## src/hdl/acrb_map.vh

```
// Register offsets, field positions and reset values of the converter control bank
`ifndef ACRB_MAP_VH
`define ACRB_MAP_VH
`define ACRB_OFS_CHANNEL_SELECT 12'h005
`define ACRB_OFS_POWER_MODE 12'h008
`define ACRB_OFS_ENHANCEMENT 12'h00C
`define ACRB_OFS_OUTPUT_MODE 12'h014
`define ACRB_OFS_USER_PATT2_HIGH 12'h01C
`define ACRB_OFS_SERIAL_FRAMING 12'h021
`define ACRB_OFS_CHANNEL_STATUS 12'h022
`define ACRB_OFS_TRANSFER 12'h0FF
`define ACRB_OFS_RATE_OVERRIDE 12'h100
`define ACRB_OFS_IO_PULLDOWN 12'h101
`define ACRB_OFS_IO_COMMON_MODE 12'h102
`define ACRB_OFS_SYNC 12'h109
`define ACRB_RST_CHANNEL_SELECT 8'h3F
`define ACRB_RST_POWER_MODE 8'h00
`define ACRB_RST_ENHANCEMENT 8'h00
`define ACRB_RST_OUTPUT_MODE 8'h01
`define ACRB_RST_ZERO 8'h00
`define ACRB_RST_SERIAL_FRAMING 8'h30
`define ACRB_PM_NORMAL 2'h0
`define ACRB_PM_POWER_DOWN 2'h1
`define ACRB_PM_STANDBY 2'h2
`define ACRB_PM_DIGITAL_RESET 2'h3
`define ACRB_BIT_PIN_FUNCTION 5
`define ACRB_BIT_CHOP 2
`define ACRB_BIT_IEEE_RANGE 6
`define ACRB_BIT_INVERT 2
`define ACRB_BIT_TWOS 0
`define ACRB_BIT_COMMIT 0
`define ACRB_BIT_LSB_FIRST 7
`define ACRB_BIT_DOUBLE_FRAME 2
`define ACRB_BIT_OVR_ENABLE 6
`define ACRB_BIT_CH_POWER_DOWN 0
`define ACRB_BIT_CH_OUT_RESET 1
`define ACRB_BIT_SYNC_ENABLE 0
`define ACRB_BIT_SYNC_NEXT 1
`define ACRB_BIT_PULLDOWN_OFF 0
`define ACRB_BIT_CM_POWER_DOWN 3
`endif

```

## src/hdl/acrb_control_bank.v

```verilog
// Control register bank of a four-channel converter, serial-port side
`timescale 1ns/1ns
`default_nettype none
`include "acrb_map.vh"
module acrb_control_bank #(
  parameter CHANNELS = 4 // Data channels
) (
  // Clock and power-on reset
  input wire clk_i, // Converter clock
  input wire rst_i, // Power-on reset, sync, active high
  // Register access from the serial port
  input wire wr_i, // Register write strobe
  input wire rd_i, // Register read strobe
  input wire [11:0] addr_i, // Register address
  input wire [7:0] wdata_i, // Write data
  // External power-down pin
  input wire power_down_pin_i, // External power-down pin, active high
  // Read data back to the host
  output reg [7:0] rdata_o, // Read data
  // Per channel controls
  output reg [CHANNELS-1:0] ch_power_down_o, // Per channel power-down
  output reg [CHANNELS-1:0] ch_out_reset_o, // Per channel output reset
  output reg [CHANNELS-1:0] ch_invert_o, // Per channel stream invert
  // Power mode controls
  output reg datapath_clk_en_o, // Datapath clocks running
  output reg datapath_reset_o, // Datapath held in reset
  output reg outputs_en_o, // Output drivers enabled
  // Global conversion and framing controls
  output reg chop_en_o, // First-stage chopping
  output reg ieee_range_o, // Reduced-range LVDS
  output reg twos_complement_o, // Sample format
  output reg lsb_first_o, // Bit order
  output reg double_frame_o, // 2x frame mode
  output reg [2:0] lane_mode_o, // Lane and rate mode
  output reg word_12bit_o, // Serial word 12 bits
  output reg [3:0] clk_ratio_o, // Bit clock to sample ratio
  // Pattern byte and committed override
  output reg [7:0] user_pattern_two_high_o, // User pattern 2 upper byte
  output reg ovr_enable_o, // Committed override enable
  output reg [1:0] ovr_resolution_o, // Committed resolution code
  output reg [2:0] ovr_rate_o, // Committed rate code
  // Serial pin, common mode and sync controls
  output reg pulldown_off_o, // Serial data pull-down disabled
  output reg common_mode_generator_off_o, // Common mode generator off
  output reg sync_en_o, // External sync enable
  output reg sync_next_only_o // Sync on next event only
);
  // Block overview
  // Host writes and reads one byte per strobe
  // Twelve-bit address, byte-wide registers
  // No wait states, no refused requests
  // Back-to-back accesses in any order
  // Reads answer one edge after the strobe
  // Derived controls follow one edge later still
  // Four data channels share the global settings
  // Channel mask steers the local settings
  // Pin and field together pick the power mode
  // Override settings wait for a commit strobe
  // Serial access survives every power mode
  // Power-on reset is the only way to clear it
  // Framing decode gives word, lanes and ratio
  // Register map of the bank
  // 0x005 channel mask for local writes
  // 0x008 power mode field and pin function
  // 0x00C chop enable
  // 0x014 output standard, invert, format
  // 0x01C user pattern two, upper byte
  // 0x021 serial framing, default 16-bit DDR
  // 0x022 per channel power-down and reset
  // 0x0FF commit strobe for the override
  // 0x100 staged resolution and rate override
  // 0x101 serial data pull-down control
  // 0x102 common mode generator control
  // 0x109 external sync control
  // Anything else reads zero, writes dropped
  // Register storage
  reg [7:0] channel_select; // Channel mask
  reg [7:0] power_mode_control; // Power mode
  reg [7:0] enhancement_control; // Chop control
  reg [7:0] output_mode_control; // Global output bits
  reg [7:0] user_pattern_two_high; // Pattern byte
  reg [7:0] serial_output_framing; // Framing control
  reg [7:0] transfer_commit; // Commit bit, self clearing
  reg [7:0] resolution_rate_override; // Staged override
  reg [7:0] io_control_pulldown; // Pull-down control
  reg [7:0] io_control_common_mode; // Common mode control
  reg [7:0] sync_control; // Sync control
  reg [CHANNELS-1:0] ch_pd; // Local channel power-down
  reg [CHANNELS-1:0] ch_rst; // Local channel output reset
  reg [CHANNELS-1:0] ch_inv; // Local channel invert
  reg [1:0] eff_mode; // Mode after pin override
  reg [7:0] next_rdata; // Read mux
  reg [3:0] next_ratio; // Decoded clock ratio
  wire [CHANNELS-1:0] sel; // Selected channels
  wire wr_local_status; // Local status write
  wire wr_local_mode; // Local output mode write
  integer i;

  // Selected channel mask from low bits
  assign sel = channel_select[CHANNELS-1:0];
  assign wr_local_status = wr_i && (addr_i == `ACRB_OFS_CHANNEL_STATUS);
  assign wr_local_mode = wr_i && (addr_i == `ACRB_OFS_OUTPUT_MODE);

  // Write path
  // One write per strobe, address and data taken together
  // Global registers apply to every channel at once
  // Local fields land only where the channel mask is set
  // Channel mask is the value before this write
  // Open bits are stored as zero
  // Unmapped addresses leave every register untouched
  // Commit strobe stands one cycle, then clears
  // A commit write wins over the self clear
  // Override contents stay staged until a commit
  // No power mode reaches this process
  // Only the power-on reset clears the bank
  // Register writes, immediate except override
  always @(posedge clk_i) begin
    if (rst_i) begin
      channel_select <= `ACRB_RST_CHANNEL_SELECT;
      power_mode_control <= `ACRB_RST_POWER_MODE;
      enhancement_control <= `ACRB_RST_ENHANCEMENT;
      output_mode_control <= `ACRB_RST_OUTPUT_MODE;
      user_pattern_two_high <= `ACRB_RST_ZERO;
      serial_output_framing <= `ACRB_RST_SERIAL_FRAMING;
      transfer_commit <= `ACRB_RST_ZERO;
      resolution_rate_override <= `ACRB_RST_ZERO;
      io_control_pulldown <= `ACRB_RST_ZERO;
      io_control_common_mode <= `ACRB_RST_ZERO;
      sync_control <= `ACRB_RST_ZERO;
      ch_pd <= {CHANNELS{1'b0}};
      ch_rst <= {CHANNELS{1'b0}};
      ch_inv <= {CHANNELS{1'b0}};
    end else begin
      // Commit bit clears itself the cycle after it is set
      transfer_commit <= 8'h00;
      if (wr_i) begin
        case (addr_i)
          `ACRB_OFS_CHANNEL_SELECT: channel_select <= wdata_i;
          `ACRB_OFS_POWER_MODE: power_mode_control <= wdata_i & 8'h23;
          `ACRB_OFS_ENHANCEMENT: enhancement_control <= wdata_i & 8'h04;
          `ACRB_OFS_OUTPUT_MODE: output_mode_control <= wdata_i & 8'h41;
          `ACRB_OFS_USER_PATT2_HIGH: user_pattern_two_high <= wdata_i;
          `ACRB_OFS_SERIAL_FRAMING: serial_output_framing <= wdata_i & 8'hF7;
          `ACRB_OFS_TRANSFER: transfer_commit <= wdata_i & 8'h01;
          `ACRB_OFS_RATE_OVERRIDE: resolution_rate_override <= wdata_i & 8'h77;
          `ACRB_OFS_IO_PULLDOWN: io_control_pulldown <= wdata_i & 8'h01;
          `ACRB_OFS_IO_COMMON_MODE: io_control_common_mode <= wdata_i & 8'h08;
          `ACRB_OFS_SYNC: sync_control <= wdata_i & 8'h03;
          default: begin
            // Unmapped or local, handled below
          end
        endcase
      end
      // Local registers touch only selected channels
      for (i = 0; i < CHANNELS; i = i + 1) begin
        if (sel[i] && wr_local_status) begin
          ch_pd[i] <= wdata_i[`ACRB_BIT_CH_POWER_DOWN];
          ch_rst[i] <= wdata_i[`ACRB_BIT_CH_OUT_RESET];
        end
        if (sel[i] && wr_local_mode) begin
          ch_inv[i] <= wdata_i[`ACRB_BIT_INVERT];
        end
      end
    end
  end

  // Read path
  // Address decoded in the strobe cycle
  // Data flopped, stands until the next read
  // Local fields read back channel 0 only
  // Output mode read merges channel 0 invert
  // Unmapped addresses read as zero
  // Read mux; local registers show channel 0
  always @* begin
    next_rdata = 8'h00;
    case (addr_i)
      `ACRB_OFS_CHANNEL_SELECT: next_rdata = channel_select;
      `ACRB_OFS_POWER_MODE: next_rdata = power_mode_control;
      `ACRB_OFS_ENHANCEMENT: next_rdata = enhancement_control;
      `ACRB_OFS_OUTPUT_MODE: next_rdata = output_mode_control | {5'h00, ch_inv[0], 2'h0};
      `ACRB_OFS_USER_PATT2_HIGH: next_rdata = user_pattern_two_high;
      `ACRB_OFS_SERIAL_FRAMING: next_rdata = serial_output_framing;
      `ACRB_OFS_CHANNEL_STATUS: next_rdata = {6'h00, ch_rst[0], ch_pd[0]};
      `ACRB_OFS_TRANSFER: next_rdata = transfer_commit;
      `ACRB_OFS_RATE_OVERRIDE: next_rdata = resolution_rate_override;
      `ACRB_OFS_IO_PULLDOWN: next_rdata = io_control_pulldown;
      `ACRB_OFS_IO_COMMON_MODE: next_rdata = io_control_common_mode;
      `ACRB_OFS_SYNC: next_rdata = sync_control;
      default: next_rdata = 8'h00;
    endcase
  end

  // Power mode selection
  // Pin low: register field used as written
  // Pin high, function bit set: power-down
  // Pin high, function bit clear: standby
  // Mode 11 keeps clocks, resets datapath
  // Serial access unaffected in every mode
  // Effective power mode, pin overrides register field
  always @* begin
    eff_mode = power_mode_control[1:0];
    if (power_down_pin_i) begin
      if (power_mode_control[`ACRB_BIT_PIN_FUNCTION]) begin
        eff_mode = `ACRB_PM_POWER_DOWN;
      end else begin
        eff_mode = `ACRB_PM_STANDBY;
      end
    end
  end

  // Bit clock to sample clock ratio for a lane mode and word length
  function [3:0] ratio_of;
    input [2:0] lanes; // Lane and rate mode field
    input twelve; // Word is 12 bits
    begin
      case (lanes)
        // DDR two-lane, bitwise or bytewise
        3'h2, 3'h3: ratio_of = twelve ? 4'h3 : 4'h4;
        // SDR two-lane, bitwise or bytewise
        3'h0, 3'h1: ratio_of = twelve ? 4'h6 : 4'h8;
        // DDR one-lane
        3'h4: ratio_of = twelve ? 4'h6 : 4'h8;
        // Reserved codes fall back to the default ratio
        default: ratio_of = 4'h4;
      endcase
    end
  endfunction

  // Bit clock ratio from lane mode and word length
  always @* begin
    next_ratio = ratio_of(serial_output_framing[6:4], serial_output_framing[1]);
  end

  // Output stage
  // Every port leaves a flop of its own
  // Derived controls trail their register by one edge
  // Reset gives normal mode with outputs live
  // Reset gives ANSI levels and twos complement
  // Reset framing is 16-bit two-lane DDR, ratio four
  // Power-down mode forces every channel down
  // Otherwise channel bits follow the local fields
  // Override ports load only on the commit strobe
  // They hold through every later override write
  // Pattern, pin and sync bits copy their registers
  // Read data changes only on a read strobe
  // Output flops
  always @(posedge clk_i) begin
    if (rst_i) begin
      rdata_o <= 8'h00;
      ch_power_down_o <= {CHANNELS{1'b0}};
      ch_out_reset_o <= {CHANNELS{1'b0}};
      ch_invert_o <= {CHANNELS{1'b0}};
      datapath_clk_en_o <= 1'b1;
      datapath_reset_o <= 1'b0;
      outputs_en_o <= 1'b1;
      chop_en_o <= 1'b0;
      ieee_range_o <= 1'b0;
      twos_complement_o <= 1'b1;
      lsb_first_o <= 1'b0;
      double_frame_o <= 1'b0;
      lane_mode_o <= 3'h3;
      word_12bit_o <= 1'b0;
      clk_ratio_o <= 4'd4;
      user_pattern_two_high_o <= 8'h00;
      ovr_enable_o <= 1'b0;
      ovr_resolution_o <= 2'h0;
      ovr_rate_o <= 3'h0;
      pulldown_off_o <= 1'b0;
      common_mode_generator_off_o <= 1'b0;
      sync_en_o <= 1'b0;
      sync_next_only_o <= 1'b0;
    end else begin
      // Read data captured on the strobe
      if (rd_i) begin
        rdata_o <= next_rdata;
      end
      // Power mode decode
      case (eff_mode)
        `ACRB_PM_NORMAL: begin
          datapath_clk_en_o <= 1'b1;
          datapath_reset_o <= 1'b0;
          outputs_en_o <= 1'b1;
        end
        `ACRB_PM_POWER_DOWN: begin
          datapath_clk_en_o <= 1'b0;
          datapath_reset_o <= 1'b1;
          outputs_en_o <= 1'b0;
        end
        `ACRB_PM_STANDBY: begin
          datapath_clk_en_o <= 1'b0;
          datapath_reset_o <= 1'b0;
          outputs_en_o <= 1'b0;
        end
        default: begin
          datapath_clk_en_o <= 1'b1;
          datapath_reset_o <= 1'b1;
          outputs_en_o <= 1'b0;
        end
      endcase
      // Channel controls, power-down mode forces all
      ch_power_down_o <= ch_pd | {CHANNELS{eff_mode == `ACRB_PM_POWER_DOWN}};
      ch_out_reset_o <= ch_rst;
      ch_invert_o <= ch_inv;
      // Global conversion controls
      chop_en_o <= enhancement_control[`ACRB_BIT_CHOP];
      ieee_range_o <= output_mode_control[`ACRB_BIT_IEEE_RANGE];
      twos_complement_o <= output_mode_control[`ACRB_BIT_TWOS];
      // Framing decode
      lsb_first_o <= serial_output_framing[`ACRB_BIT_LSB_FIRST];
      double_frame_o <= serial_output_framing[`ACRB_BIT_DOUBLE_FRAME];
      lane_mode_o <= serial_output_framing[6:4];
      word_12bit_o <= serial_output_framing[1];
      clk_ratio_o <= next_ratio;
      user_pattern_two_high_o <= user_pattern_two_high;
      // Override applied only on commit
      if (transfer_commit[`ACRB_BIT_COMMIT]) begin
        ovr_enable_o <= resolution_rate_override[`ACRB_BIT_OVR_ENABLE];
        ovr_resolution_o <= resolution_rate_override[5:4];
        ovr_rate_o <= resolution_rate_override[2:0];
      end
      // Pin and sync controls
      pulldown_off_o <= io_control_pulldown[`ACRB_BIT_PULLDOWN_OFF];
      common_mode_generator_off_o <= io_control_common_mode[`ACRB_BIT_CM_POWER_DOWN];
      sync_en_o <= sync_control[`ACRB_BIT_SYNC_ENABLE];
      sync_next_only_o <= sync_control[`ACRB_BIT_SYNC_NEXT];
    end
  end
endmodule // acrb_control_bank
`default_nettype wire

```

## config.mk

```make
export PLATFORM = sky130hd
export DESIGN_NAME = acrb_control_bank
export DESIGN_NICKNAME = d
export VERILOG_FILES = /design/src/hdl/acrb_control_bank.v
export VERILOG_INCLUDE_DIRS = /design/src /design/src/hdl
export SDC_FILE = /design/constraint.sdc
export NUM_CORES = 1
export LEC_CHECK = 0
export BUFFER_PORTS_ARGS = -buffer_cell sky130_fd_sc_hd__buf_2
export CAP_MARGIN = 10
export CORE_MARGIN = 5
export CORE_UTILIZATION = 40
export DETAILED_ROUTE_END_ITERATION = 8
export PLACE_DENSITY = 0.7
export SLEW_MARGIN = 20
export SYNTH_ARGS = -nofsm -noshare
export SYNTH_HDL_FRONTEND = slang
export SYNTH_SLANG_ARGS = --single-unit
```

## constraint.sdc

```tcl
create_clock -name clk_i -period 4.12 [get_ports clk_i]
set_input_delay 0.412 -clock clk_i [delete_from_list [all_inputs] [get_ports clk_i]]
set_output_delay 0.412 -clock clk_i [all_outputs]
set_load 0.01 [all_outputs]
```

==> results.py, run 1 <==
metrics = {
    "clock_network": {
        "path_clk_slew_ps": 110,
        "clock-sinks": 106,
        "htreeDepth": 3,
        "cts_resized": 0,
        "postCtsSetupRepairBufs": 0,
        "clk_latency_ps": 360,
        "cts_made_buffers": 9,
        "clock_path_buffers": 2,
        "root_buffer": "clkbuf_8",
        "ctsHoldBuffers": 0,
        "cts_tree": "built",
    },
    "final_layout": {
        "final_util_pct": 47.54,
        "layout_common_cells": "dfxtp_1, buf_2, nand2_1",
        "layout_commonest_cell": "dfxtp_1",
        "diodes": 0,
        "drive_above_1_share_pct": 23.14,
        "nets": 545,
        "area_growth_pct": 16.15,
    },
    "synthesis": {
        "synth_cells": 452,
        "synth.distinct_cells": 48,
        "synth_warnings": 0,
        "synth_area_per_cell_um2": 9.306,
        "synth_edf_count": 0,
        "synthArstFlopShare_pct": 0,
        "syn_area_um2": 4207,
        "synth_flop_cell": "dfxtp_1",
        "ys_seq_elements": 106,
        "synth-seq-area-share_pct": 50.45,
        "syn-num-nets": 479,
    },
    "placed_design": {
        "gp_congestion": 0.9028,
        "dp_hpwl_um": 7600,
        "port_buffers": 78,
    },
    "sta": {
        "setup_viol": 0,
        "grt_setup_unrepaired": "false",
        "fin_crit_sh_pct": 53.13,
        "timing.fmax_ghz": 0.4568,
        "maxSlewHeadroom_pct": 34.09,
        "fin_skew_ps": 10.37,
        "period_needed_ps": 2189,
        "slew_violations": 0,
        "tightestPinTransition_ps": 988.7,
        "setup_tns_ps": 0,
        "finalHoldViolCount": 0,
    },
    "critical_path": {
        "start_kind": "input port",
        "timing.rr.end": "rdata_o[1]",
        "rrSetupSlack_ps": 2610,
        "crit_arrival_ps": 2400,
        "critPathCaptureType": "flip-flop",
        "cp_data_required_time_ps": 4330,
        "critical_path_peak_fanout": 13,
        "rr_worst_depth": 5,
        "rr_startpoint": "power_mode_control[1]",
        "path_class": "in -> reg",
    },
    "die": {
        "std_cell_rows": 37,
        "io_pins": 79,
        "fp.coreArea_um2": 10280,
        "dieWidth_um": 112.6,
        "initial_core_util_pct": 40.93,
        "die_h_um": 112.6,
        "die_area_um2": 12670,
    },
    "global_route": {
        "grt_max_degree": 58,
        "grt-busiest-layer": "met2",
        "first_global_vias": 3548,
        "gr-total-overflow": 0,
        "antenna_found_initial": 0,
        "use_met1_pct": 21.50,
        "grt.total_usage_pct": 17.11,
        "use_met2_pct": 28.28,
        "use_met3_pct": 4.151,
        "grt_pass1_wl_um": 17680,
    },
    "route": {
        "drt_iter0_drc": 202,
        "wl_um": 10670,
        "drc_errors": 0,
        "wl_per_cell_um": 16.19,
        "first_pass_iters": 4,
        "viasPerCell": 5.347,
        "detail-route-antenna-nets": 0,
        "num_vias": 3524,
    },
    "hold_path": {
        "hold_end": "serial_output_framing[7]",
        "hold_path_class": "in -> reg",
        "min_from": "wdata_i[7]",
        "hold_depth": 3,
    },
    "job": {
        "drv_cap": 0,
    },
    "run_status": {
        "status": "finished clean",
    },
    "power_and_ir_drop": {
        "p_leak_nw": 2.048,
        "cellPowerDensity_nw_per_um2": 351.1,
        "irDropWorstVdd_mv": 0.1744,
    },
}
[layer usage]
metal  routed length [um]  share of wire [%]  vias to the layer above
li1                     -                  -                     1722
met1                 4759                 45                     1668
met2                 5018                 47                      112
met3                  651                6.1                       22
met4                  236                2.2                        0
met5                    0                  0                        -
[flip-flops by register name, indices dropped and copies added, names as in the netlist, 2 cells and up]
signal / cells
ch_inv: 4
ch_invert_o: 4
ch_out_reset_o: 4
ch_pd: 4
ch_power_down_o: 4
ch_rst: 4
channel_select: 8
clk_ratio_o: 4
lane_mode_o: 3
output_mode_control: 2
ovr_rate_o: 3
ovr_resolution_o: 2
power_mode_control: 3
rdata_o: 8
resolution_rate_override: 6
serial_output_framing: 7
sync_control: 2
user_pattern_two_high: 8
user_pattern_two_high_o: 8
[cells in the mapped netlist (2+ instances only)]
cell type | n | area share (%)
a32o_1 | 3 | 0.71
dfxtp_1 | 106 | 50
or4_1 | 3 | 0.54
nand3b_1 | 9 | 1.6
nand2b_1 | 4 | 0.59
mux2i_1 | 29 | 6.9
nand3_1 | 43 | 5.1
nor4_2 | 2 | 0.59
buf_1 | 3 | 0.27
nor2_1 | 41 | 3.7
nand2_1 | 44 | 3.9
nand4_1 | 5 | 0.74
a32oi_1 | 6 | 1.2
or2_2 | 7 | 1.0
nor3_1 | 8 | 0.95
a211oi_1 | 3 | 0.54
buf_2 | 5 | 0.59
and2_1 | 2 | 0.30
a21oi_1 | 22 | 2.6
and3_1 | 4 | 0.59
a211o_1 | 3 | 0.62
a22oi_1 | 4 | 0.71
clkbuf_1 | 22 | 2.0
o211ai_1 | 2 | 0.36
or4b_2 | 2 | 0.48
nor2b_1 | 28 | 4.2
ha_1 | 2 | 0.59
a22o_1 | 8 | 1.7
o21ai_0 | 3 | 0.36
inv_1 | 6 | 0.54
nor4_1 | 4 | 0.59
mux2_2 | 3 | 0.80
[critical path, cell delays in order]
cell and delay [ps]:
buf_2 110, or4_1 700, nor4_1 470, buf_4 280, nand2_1 210, nand2_1 150, a21oi_1 70
[power breakdown]
part / internal, mW / total, mW / switching [mW]
clock network: 0.244 / 0.608 / 0.364
registers: 1.02 / 1.03 / 0.000278
logic: 0.0230 / 0.0822 / 0.0593
[worst max path at each step]
stage,cells past startpoint,endpoint,from,slack (ps)
floorplan,6,output_mode_control[0],addr_i[9],1890
global placement,7,channel_select[6],addr_i[9],1590
detailed placement,7,channel_select[6],addr_i[9],1570
CTS,7,channel_select[6],addr_i[9],1970
global route,7,channel_select[1],addr_i[9],1880
finish,7,channel_select[6],addr_i[9],1930
[per-stage QoR]
stage / hold slack (ps) / setup slack [ps] / total power [mW] / instance area (um2) / cells
after floorplan: 420.6 / 1888 / 1.098 / 4207 / 452
after global placement: 444.1 / 1591 / 1.130 / 4701 / 643
after detailed placement: 447.8 / 1568 / 1.130 / 4701 / 643
after CTS: 312.2 / 1966 / 1.731 / 4886 / 659
after global routing: 315.7 / 1882 / 1.787 / 4886 / 659
final: 325.5 / 1931 / 1.715 / 4886 / 659
[area by class of cell]
class                   instances  area, um2
inverters                       6      22.52
well taps                     136      170.2
multi-input cells             310       1943
repair buffers                 85      442.9
clock buffers                  10      137.6
flip-flops and latches        106       2122
fillers                      1024       5391
clock inverters                 6      47.55
[logic make-up (layout without fill, tap and decap cells)]
family	after synthesis	count (layout)	share of synthesized area, %
simple gates	214	214	26.98
flops	106	106	50.45
compound gates	61	61	10.71
buf+inv	36	107	3.361
mux	32	32	7.704
fa+ha+maj	2	2	0.5948
xor+xnor	1	1	0.2082
(Power assumes the default switching activity.)
==> run 2: changes to the inputs <==
ABC_AREA = 1   (was default)
clock period = 2.3 ns   (was 4.12 ns; I/O delays follow)
==> run 2 against run 1 <==
Effect of this change: sequential share of layout area is 0.61 points higher; final area fell by 1.4%; non-clock buffer count down 2; clock power is 86% higher; global-route usage grew 0.22 points; final cell count up 14%; area after synthesis is 1.9% lower; hold slack worse by 140 ps; die area shrank 1.8%; critical endpoint is now outputs_en_o; highest routed layer unchanged.
==> results.py, run 2 <==
metrics = {
    "run_status": {
        "status": "finished clean",
    },
    "critical_path": {
        "start_kind": "flip-flop",
        "path_class": "reg -> reg",
        "rr_worst_depth": 6,
        "critical_path_peak_fanout": 2,
        "cp_data_required_time_ps": 2550,
        "critPathCaptureType": "flip-flop",
        "crit_arrival_ps": 1630,
    },
    "placed_design": {
        "port_buffers": 78,
        "gp_congestion": 0.8946,
        "dp_cells": 734,
        "place_ws_ps": 618.1,
        "place_area_um2": 4623,
        "dp_hpwl_um": 7949,
    },
    "die": {
        "die_h_um": 111.6,
        "io_pins": 79,
        "initial_core_util_pct": 40.50,
        "std_cell_rows": 37,
        "die_area_um2": 12440,
        "fp.coreArea_um2": 10180,
        "dieWidth_um": 111.6,
    },
    "sta": {
        "finalHoldViolCount": 0,
        "maxSlewHeadroom_pct": 65.32,
        "fin_crit_sh_pct": 60.21,
        "grt_setup_unrepaired": "false",
        "setup_viol": 0,
        "fin_skew_ps": 14.08,
        "tightestPinTransition_ps": 516.2,
        "timing.fmax_ghz": 0.7222,
        "fin_ws_ps": 915.3,
        "slew_violations": 0,
        "period_needed_ps": 1385,
        "setup_tns_ps": 0,
    },
    "clock_network": {
        "cts_resized": 0,
        "cts_made_buffers": 9,
        "path_clk_slew_ps": 90,
        "cts_tree": "built",
        "postCtsSetupRepairBufs": 0,
        "root_buffer": "clkbuf_8",
        "htreeDepth": 3,
        "clk_latency_ps": 360,
        "clock_path_buffers": 2,
        "clock-sinks": 106,
        "ctsHoldBuffers": 0,
    },
    "synthesis": {
        "synth_flop_cell": "dfxtp_1",
        "synth_edf_count": 0,
        "synth.largest_area_cell": "dfxtp_1",
        "synthArstFlopShare_pct": 0,
        "syn_area_um2": 4125,
        "synth_area_per_cell_um2": 7.682,
        "synth_warnings": 0,
        "yosysMostFrequentCell": "dfxtp_1",
        "yosys.area.top_type_share_pct": 51.44,
        "ys_seq_elements": 106,
        "syn-num-nets": 564,
        "synth.distinct_cells": 31,
        "synth_cells": 537,
        "synth-seq-area-share_pct": 51.44,
        "yosys-top-cells-count": "dfxtp_1, nand2_1, inv_1, a21oi_1, nor2_1",
        "netlist_top_cells_area": "dfxtp_1, nand2_1, a21oi_1",
    },
    "global_route": {
        "grt_max_degree": 61,
        "gr-total-overflow": 0,
        "first_global_vias": 3495,
        "antenna_found_initial": 0,
        "grt_pass1_wl_um": 17520,
        "grt.total_usage_pct": 17.33,
    },
    "route": {
        "viasPerCell": 4.867,
        "detail-route-antenna-nets": 0,
        "wl_per_cell_um": 14.16,
        "num_vias": 3650,
        "first_pass_iters": 4,
        "drc_errors": 0,
        "drt_iter0_drc": 242,
        "wl_um": 10620,
    },
    "final_layout": {
        "diodes": 0,
        "stdcell_count": 750,
        "final_area_um2": 4818,
        "drive_above_1_share_pct": 19.06,
        "area_growth_pct": 16.80,
        "nets": 636,
        "final_util_pct": 47.31,
        "layout_commonest_cell": "dfxtp_1",
        "fillCellCount": 1053,
        "layout_common_cells": "dfxtp_1, nand2_1, buf_2",
    },
    "power_and_ir_drop": {
        "power.net_switching_uw": 731.0,
        "cellPowerDensity_nw_per_um2": 647.3,
        "share_comb_of_total_power_pct": 4.8,
        "p_leak_nw": 2.061,
        "clockPowerShare_pct": 36.3,
        "irDropWorstVdd_mv": 0.2878,
        "power_frac_seq_pct": 58.9,
        "switching_share_pct": 23.44,
        "power.internal_mw": 2.388,
    },
    "hold_path": {
        "hold_path_class": "in -> reg",
        "hold_depth": 3,
    },
    "job": {
        "drv_cap": 0,
    },
}
## run 2: cell type report
type	instances	area (um2)	area share, %
repair buffers	83	427.9	8.881
inverters	73	275.3	5.713
clock inverters	5	63.81	1.324
clock buffers	11	131.4	2.727
multi-input cells	336	1628	33.78
well taps	136	170.2	3.532
flip-flops and latches	106	2122	44.04
## run 2: logic make-up after synthesis
group                    Yosys count  share of synthesized area, %
AO/OA/AOI/OAI                    125                         15.86
buffers and inverters             95                         9.099
adder cells (fa/ha/maj)            2                        0.6065
multiplexers                       1                        0.2427
flip-flops                       106                         51.44
AND/OR/NAND/NOR                  208                         22.75
## run 2: power by group through the flow
stage / combinational [mW] / clock, mW / sequential [mW]
after global routing: 0.168 / 1.25 / 1.84
after global placement: 0.148 / 0 / 1.88
final: 0.150 / 1.13 / 1.84
after CTS: 0.150 / 1.16 / 1.84
after floorplan: 0.0856 / 0 / 1.88
after detailed placement: 0.150 / 0 / 1.88
## run 2: metrics by stage
stage / hold WS (ps) / power, mW
3_5_place_dp: 426.2 / 2.029
5_1_grt: 178.2 / 3.259
4_1_cts: 171.0 / 3.151
3_3_place_gp: 420.2 / 2.027
6_report: 188.2 / 3.119
2_1_floorplan: 378.4 / 1.966
## run 2: per-layer routing
layer  vias to the layer above  wire length, um  global-route usage [%]
met3                        12              493                   2.826
li1                       1874                -                       -
met2                        84             5082                   29.23
met4                         0              169                   6.569
met5                         -                0                       0
met1                      1680             4874                   22.32
## run 2: critical path, cell delays in order (launching register included)
cell,delay (ps)
dfxtp_1,370
inv_1,80
or2_2,270
nand2_1,80
inv_1,60
ha_1,160
or2_2,260
## run 2: path summary, 6_finish.rpt
| check | startpoint | endpoint | slack, ps |
|---|---|---|---|
| setup / recovery | power_mode_control[0] | outputs_en_o | 920 |
| hold / removal | wdata_i[7] | channel_select[7] | 190 |
| setup reg to reg | power_mode_control[0] | outputs_en_o | 920 |
| hold reg to reg | ch_rst[2] | ch_out_reset_o[2] | 440 |
==> run 3: changes to the inputs <==
PLACE_DENSITY = 0.72   (was 0.7)
clock period = 1.24 ns   (was 2.3 ns; I/O delays follow)
==> run 3 against run 2 <==
Effect of this change: non-clock buffer count up 37; power is 96% higher; sequential power is 85% higher; via count increased by 4.5%; setup slack got worse by 850 ps; fmax rose by 18%; die area is the same; global-route usage up 0.71 points; critical endpoint unchanged; final cell count grew 4.9%; clock skew decreased by 2.9 ps.
==> results.py, run 3 (synthesized netlist as in run 2, its figures left out) <==
metrics = {
    "run_status": {
        "status": "finished clean",
    },
    "route": {
        "first_pass_iters": 5,
        "wl_per_cell_um": 13.89,
        "drt_iter0_drc": 188,
        "viasPerCell": 4.845,
        "num_vias": 3813,
        "wl_um": 10940,
        "detail-route-antenna-nets": 0,
        "drc_errors": 0,
    },
    "die": {
        "initial_core_util_pct": 40.50,
        "std_cell_rows": 37,
        "die_h_um": 111.6,
        "io_pins": 79,
        "die_area_um2": 12440,
        "dieWidth_um": 111.6,
        "fp.coreArea_um2": 10180,
    },
    "clock_network": {
        "clock_path_buffers": 2,
        "path_clk_slew_ps": 100,
        "clk_latency_ps": 360,
        "cts_tree": "built",
        "cts_made_buffers": 9,
        "ctsHoldBuffers": 0,
        "htreeDepth": 3,
        "clock-sinks": 106,
        "root_buffer": "clkbuf_8",
    },
    "critical_path": {
        "critical_path_peak_fanout": 2,
        "crit_arrival_ps": 1440,
        "timing.rr.end": "outputs_en_o",
        "start_kind": "flip-flop",
        "path_class": "reg -> reg",
        "rrSetupSlack_ps": 60,
        "critPathCaptureType": "flip-flop",
        "rr_worst_depth": 6,
        "cp_data_required_time_ps": 1500,
        "rr_startpoint": "power_mode_control[0]",
    },
    "final_layout": {
        "fillCellCount": 1016,
        "multi_input_area_um2": 1650,
        "nets": 673,
        "area_growth_pct": 25.78,
        "layout_commonest_cell": "dfxtp_1",
        "layout_common_cells": "dfxtp_1, nand2_1, buf_2",
        "stdcell_count": 787,
        "final_area_um2": 5189,
        "seq_area_um2": 2123,
        "drive_above_1_share_pct": 24.27,
        "diodes": 0,
    },
    "sta": {
        "fin_crit_sh_pct": 95.01,
        "fin_skew_ps": 11.19,
        "fin_ws_ps": 61.93,
        "maxSlewHeadroom_pct": 77.66,
        "period_needed_ps": 1178,
        "timing.fmax_ghz": 0.8488,
        "tightestPinTransition_ps": 331.6,
        "slew_violations": 0,
        "whs_ps": 48.40,
        "finalHoldViolCount": 0,
        "setup_viol": 0,
    },
    "placed_design": {
        "dp_cells": 770,
        "gp_congestion": 0.9290,
        "dp_hpwl_um": 8201,
        "place_ws_ps": -268.6,
        "place_area_um2": 4936,
        "port_buffers": 78,
    },
    "power_and_ir_drop": {
        "cellPowerDensity_nw_per_um2": 1181,
        "clockPowerShare_pct": 39.1,
        "power.internal_mw": 4.731,
        "irDropWorstVdd_mv": 0.5231,
        "power_mw": 6.126,
        "switching_share_pct": 22.77,
        "p_leak_nw": 2.301,
        "power.net_switching_mw": 1.395,
        "power_frac_seq_pct": 55.6,
        "share_comb_of_total_power_pct": 5.3,
    },
    "global_route": {
        "grt_pass1_wl_um": 18290,
        "grt_max_degree": 61,
        "grt.total_usage_pct": 18.04,
        "use_met3_pct": 2.609,
        "use_met1_pct": 22.90,
        "first_global_vias": 3798,
        "use_met2_pct": 31.72,
        "antenna_found_initial": 0,
        "grt-busiest-layer": "met2",
        "gr-total-overflow": 0,
    },
    "hold_path": {
        "hold_depth": 3,
        "min_from": "wdata_i[3]",
        "hold_path_class": "in -> reg",
        "hold_end": "channel_select[3]",
    },
    "job": {
        "drv_cap": 0,
    },
}
==> run 3: per-stage QoR <==
stage / setup TNS (ps) / utilization (%)
after global placement: -6159 / 48.46
after floorplan: 0 / -
after global routing: -3.372 / 50.95
after detailed placement: -8458 / 48.46
after CTS: 0 / 50.77
final: 0 / 50.95
==> run 3: worst max-delay path by stage <==
stage                               start                 end
CTS                 power_mode_control[0]        outputs_en_o
detailed placement             addr_i[10]   channel_select[6]
finish              power_mode_control[0]        outputs_en_o
global route        power_mode_control[0]  ch_power_down_o[3]
floorplan           power_mode_control[0]        outputs_en_o
global placement               addr_i[10]   channel_select[7]
==> run 3: metal layers <==
layer	routed length (um)	share of wire, %
met1	4946	45
met2	5301	48
met3	518	4.7
met4	168	1.5
met5	0	0
==> run 3: power groups by stage <==
stage	sequential, mW	combinational [mW]	clock [mW]
after floorplan	3.49	0.159	0
after global placement	3.49	0.315	0
after detailed placement	3.49	0.322	0
after CTS	3.41	0.323	2.43
after global routing	3.41	0.364	2.58
final	3.41	0.327	2.39
==> run 3: cell type report <==
cell class,instances,area share (%)
multi-input cells,336,31.81
flip-flops and latches,106,40.92
clock buffers,11,2.725
repair buffers,120,14.32
clock inverters,5,1.640
well taps,136,3.279
inverters,73,5.305
==> run 3: worst max-delay path, stage by stage (launching register included) <==
cell and delay (ps):
dfxtp_2 340, inv_1 40, or2_4 230, nand2_4 60, inv_2 40, ha_1 160
or2_4 220
==> run 3: what timing repair did <==
action,in CTS,in global routing
endpoints found under the setup margin,1,11
gates resized for setup,2,8
pin swaps,0,2
setup buffers,1,0
